<file path="src/rtl/aisf_pkg.sv">
/*
 holds the constants shared by the analog input sample filter
 assumes a 10 MHz system clock and 16-bit converter samples
*/
package aisf_pkg;
   localparam int unsigned CLK_HZ         = 10000000;
   localparam int unsigned SAMPLE_HZ      = 1000;
   localparam int unsigned TICK_CYCLES    = CLK_HZ / SAMPLE_HZ;
   localparam int unsigned NUM_CH         = 4;
   localparam int unsigned CH_W           = 2;
   localparam int unsigned DATA_W         = 16;
   localparam int unsigned NUM_OUT        = 2;
   localparam int unsigned WIN_50         = 20;
   localparam int unsigned WIN_60         = 17;
   localparam int unsigned HIST_D         = 20;
   localparam int unsigned HIST_W         = 5;
   localparam int unsigned SUM_W          = 21;
   localparam int unsigned FIFO_D         = 8;
   localparam int unsigned FIFO_AW        = 3;
   localparam logic [1:0]  SUPP_50        = 2'h0;
   localparam logic [1:0]  SUPP_60        = 2'h1;
   localparam logic [1:0]  SUPP_400       = 2'h2;
   localparam logic [13:0] TICK_LAST      = 14'(TICK_CYCLES - 1);
endpackage

</file>
<file path="src/rtl/aisf_fifo.sv">
/*
 holds a small valid/ready fifo of parameterised width and depth
 assumes one clock and an asynchronous active-low reset
*/
module aisf_fifo #(
   parameter int unsigned WIDTH = 16,
   parameter int unsigned DEPTH = 8,
   parameter int unsigned AW    = 3
) (
   input  wire logic             clk_sys,
   input  wire logic             reset_n,
   input  wire logic             in_valid,
   output      logic             in_ready,
   input  wire logic [WIDTH-1:0] in_data,
   output      logic             out_valid,
   input  wire logic             out_ready,
   output      logic [WIDTH-1:0] out_data
);
   logic [WIDTH-1:0] mem [DEPTH];
   logic [AW-1:0]    wr_ptr_reg;
   logic [AW-1:0]    rd_ptr_reg;
   logic [AW:0]      count_reg;
   logic             push;
   logic             pop;

   assign in_ready  = (count_reg != (AW+1)'(DEPTH));
   assign out_valid = (count_reg != '0);
   assign out_data  = mem[rd_ptr_reg];
   assign push      = in_valid && in_ready;
   assign pop       = out_valid && out_ready;

   always_ff @(posedge clk_sys) begin
      if (push) begin
         mem[wr_ptr_reg] <= in_data;
      end
   end

   always_ff @(posedge clk_sys or negedge reset_n) begin
      if (!reset_n) begin
         wr_ptr_reg <= '0;
         rd_ptr_reg <= '0;
         count_reg  <= '0;
      end else begin
         if (push) begin
            wr_ptr_reg <= (wr_ptr_reg == AW'(DEPTH - 1)) ? '0 : wr_ptr_reg + 1'b1;
         end
         if (pop) begin
            rd_ptr_reg <= (rd_ptr_reg == AW'(DEPTH - 1)) ? '0 : rd_ptr_reg + 1'b1;
         end
         count_reg <= count_reg + (AW+1)'(push) - (AW+1)'(pop);
      end
   end
endmodule

</file>
<file path="src/rtl/aisf_top.sv">
/*
 holds the sample filter: 1 kHz sampling, 50/60 Hz running means, output-word guard
 assumes the converter offers a sample per channel on request; enable, mode, ownership and converter inputs are asynchronous
*/
module aisf_top
   import aisf_pkg::*;
(
   input  wire logic                                 clk_sys,
   input  wire logic                                 reset_n,
   input  wire logic [aisf_pkg::NUM_CH-1:0]          ch_enable,
   input  wire logic [aisf_pkg::NUM_CH*2-1:0]        ch_supp,
   output      logic                                 adc_req,
   output      logic [aisf_pkg::CH_W-1:0]            adc_ch,
   input  wire logic                                 adc_valid,
   input  wire logic [aisf_pkg::DATA_W-1:0]          adc_data,
   input  wire logic [aisf_pkg::CH_W-1:0]            rd_ch,
   output      logic [aisf_pkg::DATA_W-1:0]          periph_input_word,
   output      logic                                 word_valid,
   output      logic [aisf_pkg::CH_W-1:0]            word_ch,
   output      logic [aisf_pkg::DATA_W-1:0]          word_data,
   input  wire logic                                 word_ready,
   input  wire logic                                 wr_req,
   input  wire logic                                 wr_sel,
   input  wire logic [aisf_pkg::DATA_W-1:0]          wr_data,
   input  wire logic [aisf_pkg::NUM_OUT-1:0]         tech_own,
   input  wire logic [aisf_pkg::NUM_OUT*aisf_pkg::DATA_W-1:0] tech_data,
   output      logic [aisf_pkg::NUM_OUT*aisf_pkg::DATA_W-1:0] periph_output_word
);
   import aisf_pkg::*;

   typedef enum logic [1:0] {ST_IDLE, ST_CONV, ST_PUSH} aisf_state_type;

   typedef struct packed {
      aisf_state_type                  state;
      logic [13:0]                     tick_cnt;
      logic [CH_W-1:0]                 ch;
      logic                            adc_req;
      logic [NUM_CH*HIST_W-1:0]        wr_idx;
      logic [NUM_CH*SUM_W-1:0]         sum50;
      logic [NUM_CH*SUM_W-1:0]         sum60;
      logic [DATA_W-1:0]               result;
      logic                            push_valid;
      logic [NUM_CH*DATA_W-1:0]        words;
      logic [DATA_W-1:0]               rd_word;
      logic [NUM_OUT*DATA_W-1:0]       out_words;
      logic [NUM_OUT*DATA_W-1:0]       prog_words;
      logic                            fifo_valid;
      logic [CH_W-1:0]                 fifo_ch;
      logic [DATA_W-1:0]               fifo_data;
   } aisf_state_reg_type;

   aisf_state_reg_type st_reg;
   aisf_state_reg_type st_next;

   // per-channel sample history, 20 deep covers both windows
   logic [DATA_W-1:0] hist_mem [NUM_CH*HIST_D];

   ////////////////////////////////////////////////////////////////////////////////////////////////////
   // synchronisers for asynchronous controls and converter handshake
   logic [NUM_CH-1:0]         en_s1_reg;
   logic [NUM_CH-1:0]         en_s2_reg;
   logic [NUM_CH*2-1:0]       supp_s1_reg;
   logic [NUM_CH*2-1:0]       supp_s2_reg;
   logic                      av_s1_reg;
   logic                      av_s2_reg;
   logic [DATA_W-1:0]         ad_s1_reg;
   logic [DATA_W-1:0]         ad_s2_reg;
   logic [NUM_OUT-1:0]        own_s1_reg;
   logic [NUM_OUT-1:0]        own_s2_reg;

   always_ff @(posedge clk_sys or negedge reset_n) begin
      if (!reset_n) begin
         en_s1_reg   <= '0;
         en_s2_reg   <= '0;
         supp_s1_reg <= '0;
         supp_s2_reg <= '0;
         av_s1_reg   <= 1'b0;
         av_s2_reg   <= 1'b0;
         ad_s1_reg   <= '0;
         ad_s2_reg   <= '0;
         own_s1_reg  <= '0;
         own_s2_reg  <= '0;
      end else begin
         en_s1_reg   <= ch_enable;
         en_s2_reg   <= en_s1_reg;
         supp_s1_reg <= ch_supp;
         supp_s2_reg <= supp_s1_reg;
         av_s1_reg   <= adc_valid;
         av_s2_reg   <= av_s1_reg;
         ad_s1_reg   <= adc_data;
         ad_s2_reg   <= ad_s1_reg;
         own_s1_reg  <= tech_own;
         own_s2_reg  <= own_s1_reg;
      end
   end

   ////////////////////////////////////////////////////////////////////////////////////////////////////
   // helpers
   function automatic logic [HIST_W-1:0] hist_back(input logic [HIST_W-1:0] idx, input int unsigned n);
      int unsigned t;
      t = int'(idx) + HIST_D - n;
      if (t >= HIST_D) begin
         t = t - HIST_D;
      end
      return HIST_W'(t);
   endfunction

   function automatic logic [DATA_W-1:0] mean_of(input logic [SUM_W-1:0] s, input int unsigned n);
      logic signed [SUM_W-1:0] q;
      q = $signed(s) / $signed(SUM_W'(n));
      return DATA_W'(q);
   endfunction

   logic                     fifo_in_ready;
   logic [HIST_W-1:0]        cur_idx;
   logic [DATA_W-1:0]        old20;
   logic [DATA_W-1:0]        old17;
   logic [SUM_W-1:0]         new50;
   logic [SUM_W-1:0]         new60;
   logic [1:0]               cur_supp;

   assign cur_idx  = st_reg.wr_idx[st_reg.ch*HIST_W +: HIST_W];
   assign cur_supp = supp_s2_reg[st_reg.ch*2 +: 2];
   assign old20    = hist_mem[int'(st_reg.ch)*HIST_D + int'(cur_idx)];
   assign old17    = hist_mem[int'(st_reg.ch)*HIST_D + int'(hist_back(cur_idx, WIN_60))];
   // running sums: add newest, drop the sample leaving each window
   assign new50 = st_reg.sum50[st_reg.ch*SUM_W +: SUM_W] + SUM_W'($signed(ad_s2_reg))
                  - SUM_W'($signed(old20));
   assign new60 = st_reg.sum60[st_reg.ch*SUM_W +: SUM_W] + SUM_W'($signed(ad_s2_reg))
                  - SUM_W'($signed(old17));

   // history clears at reset so the first means ramp up from zero instead of unknown
   always_ff @(posedge clk_sys or negedge reset_n) begin
      if (!reset_n) begin
         for (int i = 0; i < NUM_CH*HIST_D; i++) begin
            hist_mem[i] <= '0;
         end
      end else if (st_reg.state == ST_CONV && st_reg.adc_req && av_s2_reg) begin
         hist_mem[int'(st_reg.ch)*HIST_D + int'(cur_idx)] <= ad_s2_reg;
      end
   end

   ////////////////////////////////////////////////////////////////////////////////////////////////////
   // sequencer and word store
   always_comb begin
      st_next            = st_reg;
      st_next.push_valid = 1'b0;
      st_next.tick_cnt   = (st_reg.tick_cnt == TICK_LAST) ? '0 : st_reg.tick_cnt + 14'h1;
      case (st_reg.state)
         ST_IDLE: begin
            if (st_reg.tick_cnt == TICK_LAST) begin
               st_next.ch    = '0;
               st_next.state = ST_CONV;
            end
         end
         ST_CONV: begin
            if (!en_s2_reg[st_reg.ch]) begin
               // a request left standing would hand this sample to the next channel
               st_next.adc_req = 1'b0;
               st_next.state   = ST_PUSH;
            end else if (!st_reg.adc_req && !av_s2_reg) begin
               st_next.adc_req = 1'b1;
            end else if (st_reg.adc_req && av_s2_reg) begin
               st_next.adc_req = 1'b0;
               st_next.sum50[st_reg.ch*SUM_W +: SUM_W] = new50;
               st_next.sum60[st_reg.ch*SUM_W +: SUM_W] = new60;
               st_next.wr_idx[st_reg.ch*HIST_W +: HIST_W] =
                  (cur_idx == HIST_W'(HIST_D - 1)) ? '0 : cur_idx + 5'h1;
               case (cur_supp)
                  SUPP_60: st_next.result = mean_of(new60, WIN_60);
                  SUPP_400: st_next.result = ad_s2_reg;
                  default: st_next.result = mean_of(new50, WIN_50);
               endcase
               st_next.words[st_reg.ch*DATA_W +: DATA_W] = st_next.result;
               st_next.push_valid = 1'b1;
               st_next.state      = ST_PUSH;
            end
         end
         ST_PUSH: begin
            if (!st_reg.push_valid) begin
               st_next.ch    = st_reg.ch + 2'h1;
               st_next.state = (st_reg.ch == CH_W'(NUM_CH - 1)) ? ST_IDLE : ST_CONV;
            end
         end
         default: begin
            st_next.state = ST_IDLE;
         end
      endcase
      // samples stream out; a full fifo keeps the word and holds the stream copy until the next sample overwrites it
      if (st_reg.fifo_valid && fifo_in_ready) begin
         st_next.fifo_valid = 1'b0;
      end
      if (st_reg.push_valid) begin
         st_next.fifo_valid = 1'b1;
         st_next.fifo_ch    = st_reg.ch;
         st_next.fifo_data  = st_reg.result;
      end
      // stored word only changes when its channel's sample is taken, once per tick, so repeat reads match
      st_next.rd_word = st_reg.words[rd_ch*DATA_W +: DATA_W];
      if (wr_req) begin
         st_next.prog_words[int'(wr_sel)*DATA_W +: DATA_W] = wr_data;
      end
      for (int i = 0; i < NUM_OUT; i++) begin
         st_next.out_words[i*DATA_W +: DATA_W] = own_s2_reg[i] ? tech_data[i*DATA_W +: DATA_W]
                                                  : st_next.prog_words[i*DATA_W +: DATA_W];
      end
      if (wr_req && own_s2_reg[wr_sel]) begin
         st_next.prog_words[int'(wr_sel)*DATA_W +: DATA_W] =
            st_reg.prog_words[int'(wr_sel)*DATA_W +: DATA_W];
      end
   end

   always_ff @(posedge clk_sys or negedge reset_n) begin
      if (!reset_n) begin
         st_reg <= '0;
      end else begin
         st_reg <= st_next;
      end
   end

   ////////////////////////////////////////////////////////////////////////////////////////////////////
   // outbound sample stream
   logic             fo_valid;
   logic [17:0]      fo_data;
   logic             wv_reg;
   logic [17:0]      wd_reg;

   aisf_fifo #(
      .WIDTH (DATA_W + CH_W),
      .DEPTH (FIFO_D),
      .AW    (FIFO_AW)
   ) u_fifo (
      .clk_sys   (clk_sys),
      .reset_n   (reset_n),
      .in_valid  (st_reg.fifo_valid),
      .in_ready  (fifo_in_ready),
      .in_data   ({st_reg.fifo_ch, st_reg.fifo_data}),
      .out_valid (fo_valid),
      .out_ready (!wv_reg || word_ready),
      .out_data  (fo_data)
   );

   always_ff @(posedge clk_sys or negedge reset_n) begin
      if (!reset_n) begin
         wv_reg <= 1'b0;
         wd_reg <= '0;
      end else if (!wv_reg || word_ready) begin
         wv_reg <= fo_valid;
         // an empty fifo shows unwritten memory, so only a valid word is taken
         if (fo_valid) begin
            wd_reg <= fo_data;
         end
      end
   end

   assign word_valid         = wv_reg;
   assign word_ch            = wd_reg[17:16];
   assign word_data          = wd_reg[15:0];
   assign adc_req            = st_reg.adc_req;
   assign adc_ch             = st_reg.ch;
   assign periph_input_word  = st_reg.rd_word;
   assign periph_output_word = st_reg.out_words;
endmodule

</file>
<file path="config.mk">
export PLATFORM = sky130hd
export DESIGN_NAME = aisf_top
export DESIGN_NICKNAME = d
export VERILOG_FILES = /design/src/rtl/aisf_pkg.sv /design/src/rtl/aisf_fifo.sv /design/src/rtl/aisf_top.sv
export SDC_FILE = /design/constraint.sdc
export NUM_CORES = 2
export LEC_CHECK = 0
export CORE_MARGIN = 2
export CORE_UTILIZATION = 60
export DETAILED_ROUTE_END_ITERATION = 6
export DONT_BUFFER_PORTS = 1
export PLACE_DENSITY_LB_ADDON = 0.2
export SLEW_MARGIN = 20
export SYNTH_ARGS = -nofsm -noshare
export SYNTH_HDL_FRONTEND = slang
export SYNTH_SLANG_ARGS = --single-unit
</file>
<file path="constraint.sdc">
create_clock -name clk_sys -period 25.7 [get_ports clk_sys]
set_clock_uncertainty 0.05 [all_clocks]
set_input_delay 1.285 -clock clk_sys [delete_from_list [all_inputs] [get_ports clk_sys]]
set_output_delay 1.285 -clock clk_sys [all_outputs]
set_load 0.01 [all_outputs]
</file>
### Yosys cells after proc, flatten, opt, wreduce, memory -nomap -nowiden

Memories as Yosys holds them, arrays and structs flattened. A register that Yosys moved wholly into a read port is not among the register bits.
Index checks and enable logic that the tools add are counted.

* RAM bits: 144
* bits of input ports: 86
* output and inout port bits: 70
* memories kept: 1
* register bits: 1740

* reductions and logical operators: 22
* muxes and demuxes: 53
* $add $sub $neg: 20
* multiply operators: 3
* shift-type cells: 16
* equal/unequal tests: 15
* bitwise logic cells: 3
* $lt $le $gt $ge: 6
* divide/modulo/power cells: 2

Memories
* u_fifo.mem: depth 8, bits a word 18, read ports 1, clocked after Yosys merged registers in 1, write ports 1, RTL line aisf_fifo.sv:19 `logic [WIDTH-1:0] mem [DEPTH];`

Operators by type and width (count)
* bitwise mux 1280 bit: 1
* 2-to-1 mux 270 bit: 1
* binary-select mux 16 bit (select 7 bit): 2
* 2-to-1 mux 65 bit: 3
* 2-to-1 mux 16 bit: 11
* bitwise mux 84 bit: 2
* variable part select 21 x 34 -> 84 bit: 2
* variable part select 84 x 8 -> 21 bit: 2
* demux 16 bit (select 7 bit): 1
* variable shift 21 x 34 -> 84 bit, first input constant: 1
* negator 5 -> 34 bit: 2
* variable part select 16 x 34 -> 32 bit: 2
* >= comparator 33 x 8 -> 1 bit, second input constant: 2
* NOT 8 -> 33 bit: 2
* bitwise mux 32 bit: 2
* bitwise mux 64 bit: 1
* 2-to-1 mux 32 bit: 2
* variable shift 16 x 34 -> 64 bit, first input constant: 1
* variable part select 16 x 34 -> 64 bit: 1
* variable part select 64 x 7 -> 16 bit: 1
* adder 21 bit: 2
* divider 21 x 6 -> 21 bit, second input constant: 2
* subtractor 21 bit: 2
* negator 6 -> 34 bit: 1
* 54 further kinds: 91

### Logic depth before layout (Yosys ltp)

* word-level depth: 24
* depth in mapped cells: 90

### By module

A second synthesis with hierarchy kept.

* cell total of the unflattened synthesis: 8399
* area total of the unflattened synthesis: 101702.5 sq um

By module, submodules not included
* aisf_top: cells an instance 8135, sequential area each 43742.0 sq um, area each 95556.6 sq um, instances 1
* aisf_fifo: cells an instance 264, sequential area each 4574.4 sq um, area each 6145.9 sq um, instances 1

### Worst setup path before layout

OpenSTA, ideal clock, no wires.

* path kind: register -> register
* start: register st_reg (netlist bit adc_ch[1])
* end: register st_reg[170] in the netlist's numbering
* buffers on the path: 14
* setup slack: 6112 ps
* stages on the path, launching flop included: 82
* data arrival time: 19403 ps
* cell sequence: dfrtp_1 > clkbuf_1 > mux2_2 > o21ai_1 > clkbuf_1 > buf_1 > clkbuf_1 > buf_1 > buf_1 > ha_1 > xnor2_1 > inv_1 > ha_1 > a21oi_1 > a41o_1 > xnor2_1 > ha_1 > inv_1 > [46 not listed] > and3_1 > buf_6 > xnor2_1 > inv_1 > ha_1 > or2_2 > a21oi_1 > a211oi_1 > a211oi_1 > nor4_2 > ha_1 > inv_1 > o41ai_1 > xnor2_1 > a22oi_1 > nor2_1 > a21oi_1 > o21ai_0

* cells in the longest elaborated chain, start to end: 18
* elaborated cells on any way between the ends: 38

RTL lines
* start: declaration: RTL line aisf_top.sv:52 `aisf_state_reg_type st_reg;`
* start signal: assignment: RTL line aisf_top.sv:217 `st_reg <= st_next;`
* multiplier 2 x 3 -> 5 bit: RTL line aisf_top.sv:122, aisf_top.sv:124, aisf_top.sv:125
* variable part select 20 x 6 -> 5 bit: RTL line aisf_top.sv:122 `assign cur_idx = st_reg.wr_idx[st_reg.ch*HIST_W +: HIST_W];`
* adder 5 x 5 -> 6 bit: RTL line aisf_top.sv:101 `t = int'(idx) + HIST_D - n;`
* subtractor 6 x 5 -> 7 bit: RTL line aisf_top.sv:101
* >= comparator 32 x 5 -> 1 bit / subtractor 5 bit (equally long branches): RTL line aisf_top.sv:102, aisf_top.sv:103
* 2-to-1 mux 5 bit: RTL line aisf_top.sv:102 `if (t >= HIST_D) begin`
* adder 7 x 5 -> 8 bit: RTL line aisf_top.sv:125 `assign old17 = hist_mem[int'(st_reg.ch)*HIST_D + int'(hist_back(cur_idx, WIN_60))];`
* NOT 8 -> 33 bit (not written as such): RTL line aisf_top.sv:125
* binary-select mux 16 bit (select 7 bit): RTL line aisf_top.sv:125
* 2-to-1 mux 16 bit (not written as such) (2 in series): RTL line aisf_top.sv:125
* subtractor 21 bit: RTL line aisf_top.sv:130 `- SUM_W'($signed(old17));`
* divider 21 x 6 -> 21 bit: RTL line aisf_top.sv:110 `q = $signed(s) / $signed(SUM_W'(n));`
* one-hot mux 16 bit (2 select lines): RTL line aisf_top.sv:169 `case (cur_supp)`
* 2-to-1 mux 16 bit: RTL line aisf_top.sv:163 `end else if (st_reg.adc_req && av_s2_reg) begin`
* 2-to-1 mux 16 bit: RTL line aisf_top.sv:161 `end else if (!st_reg.adc_req && !av_s2_reg) begin`
* 2-to-1 mux 16 bit: RTL line aisf_top.sv:157 `if (!en_s2_reg[st_reg.ch]) begin`
* 2-to-1 mux 16 bit: RTL line aisf_top.sv:149 `case (st_reg.state)`

Several ways; a longest one is shown, not always the timed one. The select of a mux whose other input is x is not followed.
A chain may end at the register's enable or synchronous reset.

### Worst setup path after layout

* start: register st_reg (netlist bit adc_ch[1])
* end: register st_reg[153] in the netlist's numbering

* cells in the longest elaborated chain, start to end: 20
* elaborated cells on any way between the ends: 42

RTL lines
* multiplier 2 x 3 -> 5 bit: RTL line aisf_top.sv:122, aisf_top.sv:124, aisf_top.sv:125
* variable part select 20 x 6 -> 5 bit: RTL line aisf_top.sv:122
* adder 5 x 5 -> 6 bit: RTL line aisf_top.sv:101
* subtractor 6 x 5 -> 7 bit: RTL line aisf_top.sv:101
* >= comparator 32 x 5 -> 1 bit / subtractor 5 bit (equally long branches): RTL line aisf_top.sv:102, aisf_top.sv:103
* 2-to-1 mux 5 bit: RTL line aisf_top.sv:102
* adder 7 x 5 -> 8 bit: RTL line aisf_top.sv:125
* NOT 8 -> 33 bit (not written as such): RTL line aisf_top.sv:125
* [4 not listed]
* divider 21 x 6 -> 21 bit: RTL line aisf_top.sv:110
* one-hot mux 16 bit (2 select lines): RTL line aisf_top.sv:169
* 2-to-1 mux 16 bit: RTL line aisf_top.sv:163
* 2-to-1 mux 16 bit: RTL line aisf_top.sv:161
* 2-to-1 mux 16 bit: RTL line aisf_top.sv:157
* 2-to-1 mux 16 bit: RTL line aisf_top.sv:149
* variable part select 16 x 34 -> 64 bit: RTL line aisf_top.sv:174 `st_next.words[st_reg.ch*DATA_W +: DATA_W] = st_next.result;`
* bitwise mux 64 bit: RTL line aisf_top.sv:174

Several ways; a longest one is shown, not always the timed one. The select of a mux whose other input is x is not followed.

==> run summary <==
Final min period = 22670 ps
Placer Congestion = 0.997
Mapped Cells = 8323
Global route overflow = 0
Cell variety after synth = 140
Synthesized flop and latch total = 1902
Internal Power = 0.00690 W
Critical Path RT = 26330 ps
Final Hold Fails = 0
Clock power share = 0.237
Ys async rst share = 0.924
Setup TNS = 0 ps
Die W = 418 microns
Maxcap violations = 0
P_leak = 48.2 nW
CTS clk-pin slew, worst paths = 60 ps
Initial antenna violation count = 18
Vias = 76400
# Post-CTS Setup Buffers = 0
Highest clock rate = 44.1 MHz
P&R area growth vs syn = 8.56%
Largest stage delay, worst path = 1320 ps
Worst VDD drop = 0.461 mV
Post-Route Utilization = 0.657
Sink Count = 1902
Nets = 8228
Final WS setup = 3030 ps
Dpl ws = 3670 ps
Register area share after synthesis = 0.471
CTS root buf = clkbuf_16
Ports = 156
DP HPWL = 216000 microns
Vias/cell = 7.35
CP Class = flip-flop to flip-flop
Final setup violation count = 0
Syn avg cell area = 12.3 sq um
Placed Cells = 10000
Worst Path Max Fanout = 54
Tcrit/Tclk final = 0.882
Max-slew violations = 0
Power share of the sequential group = 0.252
Fill cells = 12400
Power Density = 110 nW/um^2
GRT Total Usage = 0.388
Post-synth net total = 8533
Setup repair after global routing missed its margin = false
CP arrival = 23300 ps
Largest net degree at the start of global routing = 119
Primary flip-flop cell chosen by synthesis mapping = dfrtp_1
Crit end category = flip-flop
Clock latency on the worst-skew pair = 860 ps
# port buffers = 0
HP Class = flip-flop to flip-flop
ANT nets after route = 0
Placeable Area = 170000 sq um
Worst setup SP type = flip-flop
EDFF count, synth = 144
YS warnings = 0
Relative slew slack = 0.134
Max reg flops = 1280
CTS Buf Count = 196
Initial core utilization = 0.605
Wirelength, routed = 340000 microns
Crit path max-delay cell type = fa_4
CTS Buffer Depth = 3
Initial DRT Pass Iterations = 7
Htree depth = 4
Layout Cells excl Fill = 10400
Switching share of total power = 0.435
FP Rows = 151
Layout cell share with drive strength beyond 1 = 0.319
Status = completed
Die height = 418 microns
Measured slew at the worst slew-check pin = 1300 ps
DR DRC count = 0
Mapped Area = 103000 sq um
TritonCTS clock tree = done
Vias in the first global route = 75500
First-pass GRT wire length = 503000 microns
Post-CTS Resized = 0
Hold_buf cts = 0
WL/cell = 32.7 microns
DR iter-0 viols = 9767
Psw = 0.00530 W
Comb power frac = 0.511
Die area = 174000 sq um
-- cell usage in the layout, fill, tap and decap left out, types with 45 or more instances in the layout --
cell	instances
o211ai_1	46
dfrtp_1	1739
edfxtp_1	144
clkbuf_16	198
a21oi_1	199
ha_1	78
nand2_1	613
o21ai_0	357
inv_1	86
mux2i_1	140
o221ai_1	65
nor4_1	70
nor3_1	113
nand3_1	98
mux2_2	1320
a31oi_1	79
mux4_2	526
a22o_1	121
buf_4	213
nor2_1	310
xnor2_1	100
xor2_1	45
o22ai_1	358
nor2_2	53
-- kinds of logic (layout without fill, tap and decap cells) --
kind of cell / Yosys count / in the layout / share of synthesized area
muxes: 1987 / 1987 / 0.274
DFF: 1902 / 1902 / 0.471
AOI/OAI and AO/OA: 1769 / 1769 / 0.120
and+or+nand+nor: 1557 / 1557 / 0.0699
buffers and inverters: 828 / 677 / 0.0326
xor gates and xnor gates: 154 / 154 / 0.0138
adders and majority gates: 126 / 126 / 0.0185
other: 0 / 4 / 0
-- cell type report --
cell class	instances	area, sq um	area share
Tap cell	2218	2780	0.0249
Antenna cell	4	10.0	0.0000899
Timing Repair Buffer	234	1970	0.0177
Multi-Input combinational cell	5593	51400	0.462
Sequential cell	1902	48400	0.434
Clock buffer	285	5720	0.0514
Inverter	91	352	0.00316
Clock inverter	67	777	0.00698
-- synth_stat cells, types with 33 or more instances --
cell type  number  area (sq um)
a32o_1         33           330
mux4_2        526         11800
a21o_1         35           263
o21ai_0       361          1810
nor4_1         73           457
o22a_1         44           385
a22o_1        121          1060
nand3_1       100           500
inv_1          88           330
a211oi_1       33           248
buf_4          50           375
nor2_1        367          1380
o22ai_1       358          2240
a21oi_1       200          1000
nand2_1       629          2360
ha_1           81          1010
xor2_1         46           403
mux2_2       1320         14900
dfrtp_1      1758         44000
a31oi_1        79           494
o211ai_1       46           345
o221ai_1       65           569
fa_1           43           861
nor3_1        120           601
buf_1         101           379
o31ai_1        38           285
and3_1         34           213
mux2i_1       140          1400
edfxtp_1      144          4320
clkbuf_1      569          2140
and2_1         34           213
xnor2_1       103           902
-- critical path, delay by kind of cell, from the launching register on --
family	cells	cell delay, ps
xor+xnor	5	880
flops	1	600
fa+ha+maj	8	3510
mux	3	1020
simple gates	17	4490
buf+inv	9	2110
compound gates	32	9770
-- power by group through the flow --
| stage | logic [W] | clock network, W | registers [W] |
|---|---|---|---|
| after floorplan | 0.00476 | 0 | 0.00312 |
| after global placement | 0.00600 | 0 | 0.00313 |
| after detailed placement | 0.00605 | 0 | 0.00313 |
| after CTS | 0.00608 | 0.00292 | 0.00307 |
| after global routing | 0.00674 | 0.00304 | 0.00307 |
| final | 0.00623 | 0.00290 | 0.00307 |
-- stage by stage --
stage               hold WS, ps  cell area [sq um]  power [W]
finish                      295             111000     0.0122
global route                298             111000     0.0129
CTS                         296             111000     0.0121
detailed placement          285             105000    0.00918
global placement            283             105000    0.00912
floorplan                   281             103000    0.00787
-- worst paths after layout --
kind / startpoint / end / slack, ps / depth (start not counted)
worst min-delay path: ad_s1_reg[14] / ad_s2_reg[14] / 300 / 0
min in group asynchronous: reset_n / wd_reg[9] / 330 / 1
worst max register to register: adc_ch[1] / st_reg[153] / 3030 / 74
worst min register to register: ad_s1_reg[14] / ad_s2_reg[14] / 300 / 0
max in group asynchronous: reset_n / hist_mem[648] / 20790 / 7
worst max-delay path: adc_ch[1] / st_reg[153] / 3030 / 74
-- layer usage --
layer | wire, microns | up-vias | track usage
met1 | 126000 | 39200 | 0.508
met4 | 26600 | 18 | 0.264
met2 | 150000 | 4856 | 0.570
met5 | 127 | - | 0
met3 | 37000 | 1180 | 0.103
li1 | - | 31200 | -
Power figures use the tool's default switching activity.
